--- config.mk ---
export PLATFORM = sky130hd
export DESIGN_NAME = swdt_top
export DESIGN_NICKNAME = d
export VERILOG_FILES = /design/src/design/swdt_pkg.sv /design/src/design/swdt_counter.sv /design/src/design/swdt_pulse.sv /design/src/design/swdt_top.sv
export SDC_FILE = /design/constraint.sdc
export NUM_CORES = 1
export LEC_CHECK = 0
export ABC_AREA = 1
export ABC_CLOCK_PERIOD_IN_PS = 5300
export BUFFER_PORTS_ARGS = -buffer_cell sky130_fd_sc_hd__clkbuf_2
export CAP_MARGIN = 20
export CORE_ASPECT_RATIO = 1.2
export CORE_MARGIN = 3
export CORE_UTILIZATION = 45
export DETAILED_ROUTE_END_ITERATION = 8
export PLACE_DENSITY = 0.74
export RECOVER_POWER = 50
export SETUP_SLACK_MARGIN = 0.15
export SYNTH_ARGS = -nofsm -noshare
export SYNTH_HDL_FRONTEND = slang
export SYNTH_SLANG_ARGS = --single-unit
--- constraint.sdc ---
create_clock -name clock_in -period 5.3 [get_ports clock_in]
set_input_delay 0 -clock clock_in [delete_from_list [all_inputs] [get_ports clock_in]]
set_output_delay 0 -clock clock_in [all_outputs]
set_load 0.1 [all_outputs]
--- src/design/swdt_pkg.sv ---
// Shared constants and helpers for the system watchdog timer
package swdt_pkg;

	// ----------------------------------------------------------------
	// Register map (byte offsets on the peripheral bus)
	// ----------------------------------------------------------------
	localparam int ADDR_W = 8;
	localparam logic [7:0] OFF_CONTROL = 8'h00;
	localparam logic [7:0] OFF_RANGE = 8'h04;
	localparam logic [7:0] OFF_COUNT = 8'h08;
	localparam logic [7:0] OFF_KICK = 8'h0c;
	localparam logic [7:0] OFF_STATE = 8'h10;
	localparam logic [7:0] OFF_CLEAR = 8'h14;

	// ----------------------------------------------------------------
	// Field layout and reset values
	// ----------------------------------------------------------------
	localparam int CTL_EN_BIT = 0;
	localparam int CTL_RESP_BIT = 1;
	localparam int CTL_LEN_LSB = 2;
	localparam int CTL_W = 5;
	localparam logic [4:0] CTL_RESET = 5'h0a;
	localparam int RANGE_W = 4;
	localparam logic [3:0] RANGE_RESET = 4'h0;
	localparam logic [7:0] KICK_KEY = 8'h76;
	localparam logic [31:0] ZERO_WORD = 32'h0000_0000;
	localparam logic [31:0] ONES_WORD = 32'hffff_ffff;
	localparam logic [4:0] RANGE_SHIFT_BASE = 5'h10;
	localparam logic [31:0] MIN_TIMEOUT = 32'h0000_ffff;

	// ----------------------------------------------------------------
	// Reset pulse lengths in clock cycles, one per length code
	// ----------------------------------------------------------------
	localparam int PULSE_W = 9;
	localparam logic [8:0] PULSE_LEN0 = 9'h002;
	localparam logic [8:0] PULSE_LEN1 = 9'h004;
	localparam logic [8:0] PULSE_LEN2 = 9'h008;
	localparam logic [8:0] PULSE_LEN3 = 9'h010;
	localparam logic [8:0] PULSE_LEN4 = 9'h020;
	localparam logic [8:0] PULSE_LEN5 = 9'h040;
	localparam logic [8:0] PULSE_LEN6 = 9'h080;
	localparam logic [8:0] PULSE_LEN7 = 9'h100;
	localparam logic [8:0] PULSE_ONE = 9'h001;

	// Timeout value 2^(16+n)-1 for range code n
	function automatic logic [31:0] swdt_timeout(input logic [3:0] code);
		swdt_timeout = ONES_WORD >> (RANGE_SHIFT_BASE - {1'b0, code});
	endfunction : swdt_timeout

	// Reset pulse width for a length code
	function automatic logic [8:0] swdt_pulse_len(input logic [2:0] code);
		case (code)
			3'h0: swdt_pulse_len = PULSE_LEN0;
			3'h1: swdt_pulse_len = PULSE_LEN1;
			3'h2: swdt_pulse_len = PULSE_LEN2;
			3'h3: swdt_pulse_len = PULSE_LEN3;
			3'h4: swdt_pulse_len = PULSE_LEN4;
			3'h5: swdt_pulse_len = PULSE_LEN5;
			3'h6: swdt_pulse_len = PULSE_LEN6;
			default: swdt_pulse_len = PULSE_LEN7;
		endcase
	endfunction : swdt_pulse_len

endpackage : swdt_pkg

--- src/design/swdt_counter.sv ---
// Down counter with latched timeout value for the watchdog
`timescale 1ns/1ps
module swdt_counter
	import swdt_pkg::*;
(
	input wire logic clock_in,
	input wire logic reset_n_in,
	input wire logic run_in, // Counter enabled
	input wire logic load_in, // Restart or enable edge
	input wire logic [3:0] range_in, // Timeout range code
	output logic [31:0] count_out, // Current count
	output logic timeout_out // Zero reached, no restart
);

	logic [31:0] count_q; // Running count
	logic [31:0] top_q; // Value latched at last restart
	logic at_zero; // Count is zero
	logic [31:0] new_top; // Value from the range code

	assign at_zero = (count_q == ZERO_WORD);
	assign new_top = swdt_timeout(range_in);
	// A restart in the zero cycle hides the timeout
	assign timeout_out = run_in && at_zero && !load_in;
	assign count_out = count_q;

	// ----------------------------------------------------------------
	// Counter update
	// ----------------------------------------------------------------
	// Range code only sampled on restart or enable edge
	always_ff @(posedge clock_in or negedge reset_n_in) begin
		if (!reset_n_in) begin
			count_q <= ZERO_WORD;
			top_q <= MIN_TIMEOUT;
		end else if (run_in && load_in) begin
			count_q <= new_top;
			top_q <= new_top;
		end else if (run_in && at_zero) begin
			count_q <= top_q;
		end else if (run_in) begin
			count_q <= count_q - 32'h1;
		end
	end

endmodule : swdt_counter

--- src/design/swdt_pulse.sv ---
// System reset pulse stretcher for the watchdog
`timescale 1ns/1ps
module swdt_pulse
	import swdt_pkg::*;
(
	input wire logic clock_in,
	input wire logic reset_n_in,
	input wire logic start_in, // Request a reset pulse
	input wire logic [2:0] len_code_in, // Pulse length code
	output logic active_out // Reset pulse, from a flop
);

	logic active_q; // Pulse in progress
	logic [8:0] left_q; // Cycles left after this one

	assign active_out = active_q;

	// ----------------------------------------------------------------
	// Pulse timer
	// ----------------------------------------------------------------
	// New starts ignored while a pulse runs, so nothing cuts it short
	always_ff @(posedge clock_in or negedge reset_n_in) begin
		if (!reset_n_in) begin
			active_q <= 1'b0;
			left_q <= '0;
		end else if (start_in && !active_q) begin
			active_q <= 1'b1;
			left_q <= swdt_pulse_len(len_code_in) - PULSE_ONE;
		end else if (active_q) begin
			if (left_q == '0) begin
				active_q <= 1'b0;
			end else begin
				left_q <= left_q - PULSE_ONE;
			end
		end
	end

endmodule : swdt_pulse

--- src/design/swdt_top.sv ---
// System watchdog timer with its peripheral bus slave
//
// Notes on behaviour
// - Enabled counter drops by one each clock
// - At zero reload timeout and keep counting
// - Only key 0x76 at kick register restarts
// - Mode one: interrupt, then reset if pending
// - Mode zero: every timeout asserts system reset
// - Restart at zero cycle raises no interrupt
// - Reset pulse runs full length, restart ignored
// - Length code picks 2 to 256 cycles
// - Control bit zero enables, reset disabled
// - Range code n gives 2^(16+n)-1
// - New range applies at next restart or enable edge only
// - Count read is one coherent snapshot
// - Valid restart clears pending interrupt
// - Kick register reads as zero
// - Status bit zero shows interrupt state
// - Clear register clears pending interrupt
// - Clearing interrupt leaves counter running on
// - 32-bit counter on bus clock, 32-bit bus
`timescale 1ns/1ps
module swdt_top
	import swdt_pkg::*;
(
	input wire logic clock_in, // Bus clock
	input wire logic reset_n_in, // Async reset, active low
	input wire logic psel_in, // Slave select
	input wire logic penable_in, // Access phase
	input wire logic pwrite_in, // Write when high
	input wire logic [7:0] paddr_in, // Byte address
	input wire logic [31:0] pwdata_in, // Write data
	output logic [31:0] prdata_out, // Read data
	output logic pready_out, // Transfer done
	output logic pslverr_out, // Unmapped address
	output logic wdt_irq_out, // Watchdog interrupt
	output logic sys_reset_out // System reset request
);

	// ----------------------------------------------------------------
	// Bus decode
	// ----------------------------------------------------------------
	logic setup_w; // Setup phase
	logic access_w; // Access phase
	logic wr_w; // Write in access phase
	logic rd_w; // Read in access phase
	logic hit_ctl; // Control register selected
	logic hit_rng; // Range register selected
	logic hit_cnt; // Count register selected
	logic hit_kick; // Kick register selected
	logic hit_st; // State register selected
	logic hit_clr; // Clear register selected
	logic hit_any; // Any mapped register

	assign setup_w = psel_in && !penable_in;
	assign access_w = psel_in && penable_in;
	assign wr_w = access_w && pwrite_in;
	assign rd_w = access_w && !pwrite_in;
	assign hit_ctl = (paddr_in == OFF_CONTROL);
	assign hit_rng = (paddr_in == OFF_RANGE);
	assign hit_cnt = (paddr_in == OFF_COUNT);
	assign hit_kick = (paddr_in == OFF_KICK);
	assign hit_st = (paddr_in == OFF_STATE);
	assign hit_clr = (paddr_in == OFF_CLEAR);
	assign hit_any = hit_ctl || hit_rng || hit_cnt || hit_kick
		|| hit_st || hit_clr;

	// Zero wait states; error only on unmapped addresses
	assign pready_out = 1'b1;
	assign pslverr_out = access_w && !hit_any;

	// ----------------------------------------------------------------
	// Software registers
	// ----------------------------------------------------------------
	logic [4:0] ctl_q; // Enable, mode, pulse length
	logic [3:0] rng_q; // Timeout range code
	logic en_prev_q; // Enable seen last cycle

	// Control and range writes
	always_ff @(posedge clock_in or negedge reset_n_in) begin
		if (!reset_n_in) begin
			ctl_q <= CTL_RESET;
			rng_q <= RANGE_RESET;
		end else begin
			if (wr_w && hit_ctl) begin
				ctl_q <= pwdata_in[CTL_W-1:0];
			end
			if (wr_w && hit_rng) begin
				rng_q <= pwdata_in[RANGE_W-1:0];
			end
		end
	end

	// Enable history for the load on the enabling edge
	always_ff @(posedge clock_in or negedge reset_n_in) begin
		if (!reset_n_in) begin
			en_prev_q <= 1'b0;
		end else begin
			en_prev_q <= ctl_q[CTL_EN_BIT];
		end
	end

	// ----------------------------------------------------------------
	// Control fields and events
	// ----------------------------------------------------------------
	logic wdt_en; // Watchdog running
	logic resp_irq; // Interrupt first on timeout
	logic [2:0] len_code; // Pulse length code
	logic kick_w; // Valid restart this cycle
	logic eoi_rd; // Clear register read
	logic load_w; // Counter load request
	logic tmo_w; // Timeout this cycle
	logic [31:0] count_w; // Counter value
	logic int_q; // Pending interrupt
	logic rst_start; // Begin a reset pulse

	assign wdt_en = ctl_q[CTL_EN_BIT];
	assign resp_irq = ctl_q[CTL_RESP_BIT];
	assign len_code = ctl_q[CTL_LEN_LSB+2:CTL_LEN_LSB];
	// Only the exact key restarts the counter
	assign kick_w = wr_w && hit_kick
		&& (pwdata_in[7:0] == KICK_KEY);
	assign eoi_rd = rd_w && hit_clr;
	assign load_w = kick_w || (wdt_en && !en_prev_q);

	// ----------------------------------------------------------------
	// Counter
	// ----------------------------------------------------------------
	swdt_counter u_counter (
		.clock_in(clock_in),
		.reset_n_in(reset_n_in),
		.run_in(wdt_en),
		.load_in(load_w),
		.range_in(rng_q),
		.count_out(count_w),
		.timeout_out(tmo_w)
	);

	// ----------------------------------------------------------------
	// Response to a timeout
	// ----------------------------------------------------------------
	// Mode zero resets at once; mode one resets only if still pending
	assign rst_start = tmo_w
		&& (!resp_irq || int_q);

	// Interrupt flag: a timeout set wins over a same-cycle clear
	always_ff @(posedge clock_in or negedge reset_n_in) begin
		if (!reset_n_in) begin
			int_q <= 1'b0;
		end else if (tmo_w && resp_irq) begin
			int_q <= 1'b1;
		end else if (kick_w || eoi_rd) begin
			int_q <= 1'b0;
		end
	end

	assign wdt_irq_out = int_q;

	// ----------------------------------------------------------------
	// Reset pulse
	// ----------------------------------------------------------------
	swdt_pulse u_pulse (
		.clock_in(clock_in),
		.reset_n_in(reset_n_in),
		.start_in(rst_start),
		.len_code_in(len_code),
		.active_out(sys_reset_out)
	);

	// ----------------------------------------------------------------
	// Read data
	// ----------------------------------------------------------------
	logic [31:0] rd_mux; // Selected read word
	logic [31:0] prdata_q; // Registered read data

	// Kick and clear registers read as zero
	assign rd_mux = hit_ctl ? {27'h0, ctl_q}
		: hit_rng ? {28'h0, rng_q}
		: hit_cnt ? count_w
		: hit_st ? {31'h0, int_q}
		: ZERO_WORD;

	// Whole word captured in one edge, so the count is coherent
	always_ff @(posedge clock_in or negedge reset_n_in) begin
		if (!reset_n_in) begin
			prdata_q <= ZERO_WORD;
		end else if (setup_w && !pwrite_in) begin
			prdata_q <= rd_mux;
		end
	end

	assign prdata_out = prdata_q;

	// Helper: high cycles of the running reset pulse and its set width
	logic [8:0] pulse_run_q; // Pulse cycles so far, this one included
	logic [8:0] pulse_want_q; // Width chosen at the start

	// Count reset pulse cycles from the start edge
	always_ff @(posedge clock_in or negedge reset_n_in) begin
		if (!reset_n_in) begin
			pulse_run_q <= '0;
			pulse_want_q <= '0;
		end else if (rst_start && !sys_reset_out) begin
			pulse_run_q <= PULSE_ONE;
			pulse_want_q <= swdt_pulse_len(len_code);
		end else if (sys_reset_out) begin
			pulse_run_q <= pulse_run_q + PULSE_ONE;
		end
	end
endmodule : swdt_top

==> qor.txt <==
Post-DP Area: 6990 um^2
Hold crit path type: input port to flop
PortBufs: 55
Critical Path RT: 5600 ps
Syn_nets: 903
Setup Viol. Count Final: 0
M1 WL: 7.46 mm
Lkg Pwr: 0.00354 uW
Crit path launch type: flop
Syn avg cell area: 7.79 um^2
Peak Freq: 321 MHz
I/O pins: 81
Peak supply drop: 0.236 mV
Vias in the first global route: 5731
Internal: 1670 uW
Bufs on Longest Clock Path: 2
Via count: 6048
Crit share post-route: 58.7%
Die X: 117 um
Share of layout cells above drive strength 1: 12.0%
Clock sinks: 116
Most frequent cells in the layout: nand2_1 (177), inv_1 (106), dfrtp_1 (99)
Starting Density: 46.9%
Routability congestion estimate: 0.948
Post-synth EDFFs: 0
Failing checks: max-capacitance violations, max-slew violations
Crit path time final: 3110 ps
Initial antenna violation count: 0
Metal3 WL: 1.27 mm
Net switching power: 578 uW
DR pass1 iterations: 7
Cell area after layout: 7560 um^2
Clk slew on worst S/H paths: 50 ps
Critical Path AT: 3410 ps
Max-slew headroom: -67.9%
Seq/Total Area, Yosys: 44.1%
Detailed-route wire length per cell: 16.3 um
HPWL after DPL: 12.3 mm
Die area: 16200 um^2
CTS Root Cell: clkbuf_16
Yosys warning total: 0
Fraction of registers with async set/reset: 100%
Max H-tree Level: 4
First-pass GRT wire length: 28.6 mm
Initial DRC Count: 700
Top sig layer: met4
Combinational share of power: 10.0%
Most common cell after layout, fill and taps aside: nand2_1
CP endpoint kind: flop
Vias/cell: 5.58
Later-pin clock latency in the skew report: 410 ps
Status: complete, but fails checks
Area of the multi-input gates: 3130 um^2
Post-route setup TNS: 0 ps
Synthesized instance count: 851
Flop pwr share: 42.9%
Nets: 953
PD cells: 297 nW/um^2
Num rows: 47
Fin. Hold Viols: 0
Die height: 139 um
Synth-to-layout area growth: 14.1%
Post-route ant nets: 0
Setup repair bufs after CTS: 0
Least-Margin Pin Slew: 2520 ps
Largest net degree at the start of global routing: 69
Met2 WL: 8.47 mm
Post-CTS resize count: 0
Primary FF master, synth: dfrtp_1
Critical path class: flop to flop
Switching part of the total: 25.7%
Post-route DRC: 0
Diodes inserted: 0
Clock power share: 47.2%
Clock Skew: 6.07 ps
Total track usage: 22.3%
Register area: 2920 um^2
Total wire length: 17.7 mm
#FFs+latches synth: 116
Fill cells: 1302
CTS tree: built
Worst-path fanout max: 24
Max_cap viols: 1
Mapped cell area: 6630 um^2
Final Max Slew Viols: 50
Yosys cell types: 47
Total CTS buffers: 17
Core ar.: 14100 um^2
RSZ-0062 raised after global routing: no
Gr ovfl total: 0
Hold buffers post-CTS: 7
-- area by class of cell --
type,instances,share of cell area [%]
multi-input cells,588,41.4
inverters,112,5.56
flip-flops and latches,116,38.7
clock inverters,5,0.662
repair buffers,66,4.37
clock buffers,26,6.47
well taps,171,2.83
-- state kept, by name (all words and copies together), names as in the netlist --
signal / cells
u_pulse.left_q: 9
wdt_irq_out: 1
en_prev_q: 1
u_pulse.active_out: 1
ctl_q: 5
u_counter.count_out: 32
rng_q: 4
u_counter.top_q: 31
prdata_out: 32
-- cell families after synthesis --
kind of cell / share of synthesized area, %
adder cells (fa/ha/maj): 1.32
flip-flops: 44.1
buffers and inverters: 8.67
AND/OR/NAND/NOR: 25.6
XOR/XNOR: 1.85
AO/OA/AOI/OAI: 18.4
other: 0.0566
-- Yosys cell counts, types with 8 or more instances --
cell type / n / area share (%)
nand3_1: 27 / 2.0
inv_1: 106 / 6.0
a22oi_1: 8 / 0.91
nor2_4: 13 / 2.2
nor3_1: 11 / 0.83
buf_2: 9 / 0.68
o31ai_1: 25 / 2.8
clkbuf_1: 23 / 1.3
nand2_1: 177 / 10
o211ai_1: 12 / 1.4
dfstp_2: 17 / 6.7
nor2_1: 89 / 5.0
dfrtp_1: 99 / 37
a31oi_1: 22 / 2.1
nand4_1: 17 / 1.6
nor2_2: 10 / 0.94
o22ai_1: 8 / 0.76
a21oi_1: 32 / 2.4
xor2_1: 13 / 1.7
o21ai_0: 74 / 5.6
-- power by group through the flow --
stage	logic, uW	registers [uW]	clock network [uW]
4_1_cts	223	962	1070
2_1_floorplan	133	983	0
5_1_grt	248	968	1110
3_3_place_gp	213	975	0
6_report	224	964	1060
3_5_place_dp	218	976	0
-- metrics by stage --
| step | hold slack (ps) | total power [uW] | worst slack (ps) | utilization [%] | std cells |
|---|---|---|---|---|---|
| 2_1_floorplan | -296 | 1120 | 1290 | - | 851 |
| 3_3_place_gp | 42.2 | 1190 | 2240 | 49.6 | 1046 |
| 3_5_place_dp | 43.8 | 1190 | 2200 | 49.6 | 1046 |
| 4_1_cts | 37.1 | 2250 | 2180 | 53.9 | 1084 |
| 5_1_grt | 60.4 | 2330 | 1810 | 53.5 | 1084 |
| 6_report | 39.1 | 2250 | 2190 | 53.5 | 1084 |
-- per-layer routing --
layer	vias up	track usage, %
met4	0	9.00
li1	2930	-
met2	249	35.6
met1	2821	29.6
met3	48	4.32
met5	-	0
-- final timing paths --
path / endpoint / startpoint / cells past startpoint / slack [ps]
worst min register to register: u_counter.top_q[8]$_DFFE_PN1P_ / u_counter.top_q[8]$_DFFE_PN1P_ / 2 / 460
worst max register to register: u_pulse.left_q[6]$_DFFE_PN0P_ / ctl_q[0]$_DFFE_PN0P_ / 18 / 2190
worst max-delay path: u_pulse.left_q[6]$_DFFE_PN0P_ / ctl_q[0]$_DFFE_PN0P_ / 18 / 2190
max in group asynchronous: en_prev_q$_DFF_PN0_ / reset_n_in / 3 / 2450
worst min-delay path: wdt_irq_out$_DFFE_PN0P_ / psel_in / 4 / 40
min in group asynchronous: prdata_out[11]$_DFFE_PN0P_ / reset_n_in / 2 / 910
-- critical path, cell delays in order (launching register included) --
cell and delay [ps]:
dfrtp_1 340, inv_1 360, nor2_1 200, nand2_1 70, nor2_1 140, nand3_1 140
nor2_4 550, nand3_2 180, nand2_1 140, nand2_1 60, inv_1 60, ha_1 190
nand3_2 130, nor2_4 150, nand2_1 70, nand2_1 50, nand2_1 40, nand2_1 50
nand2_1 60
(Power assumes the default switching activity.)
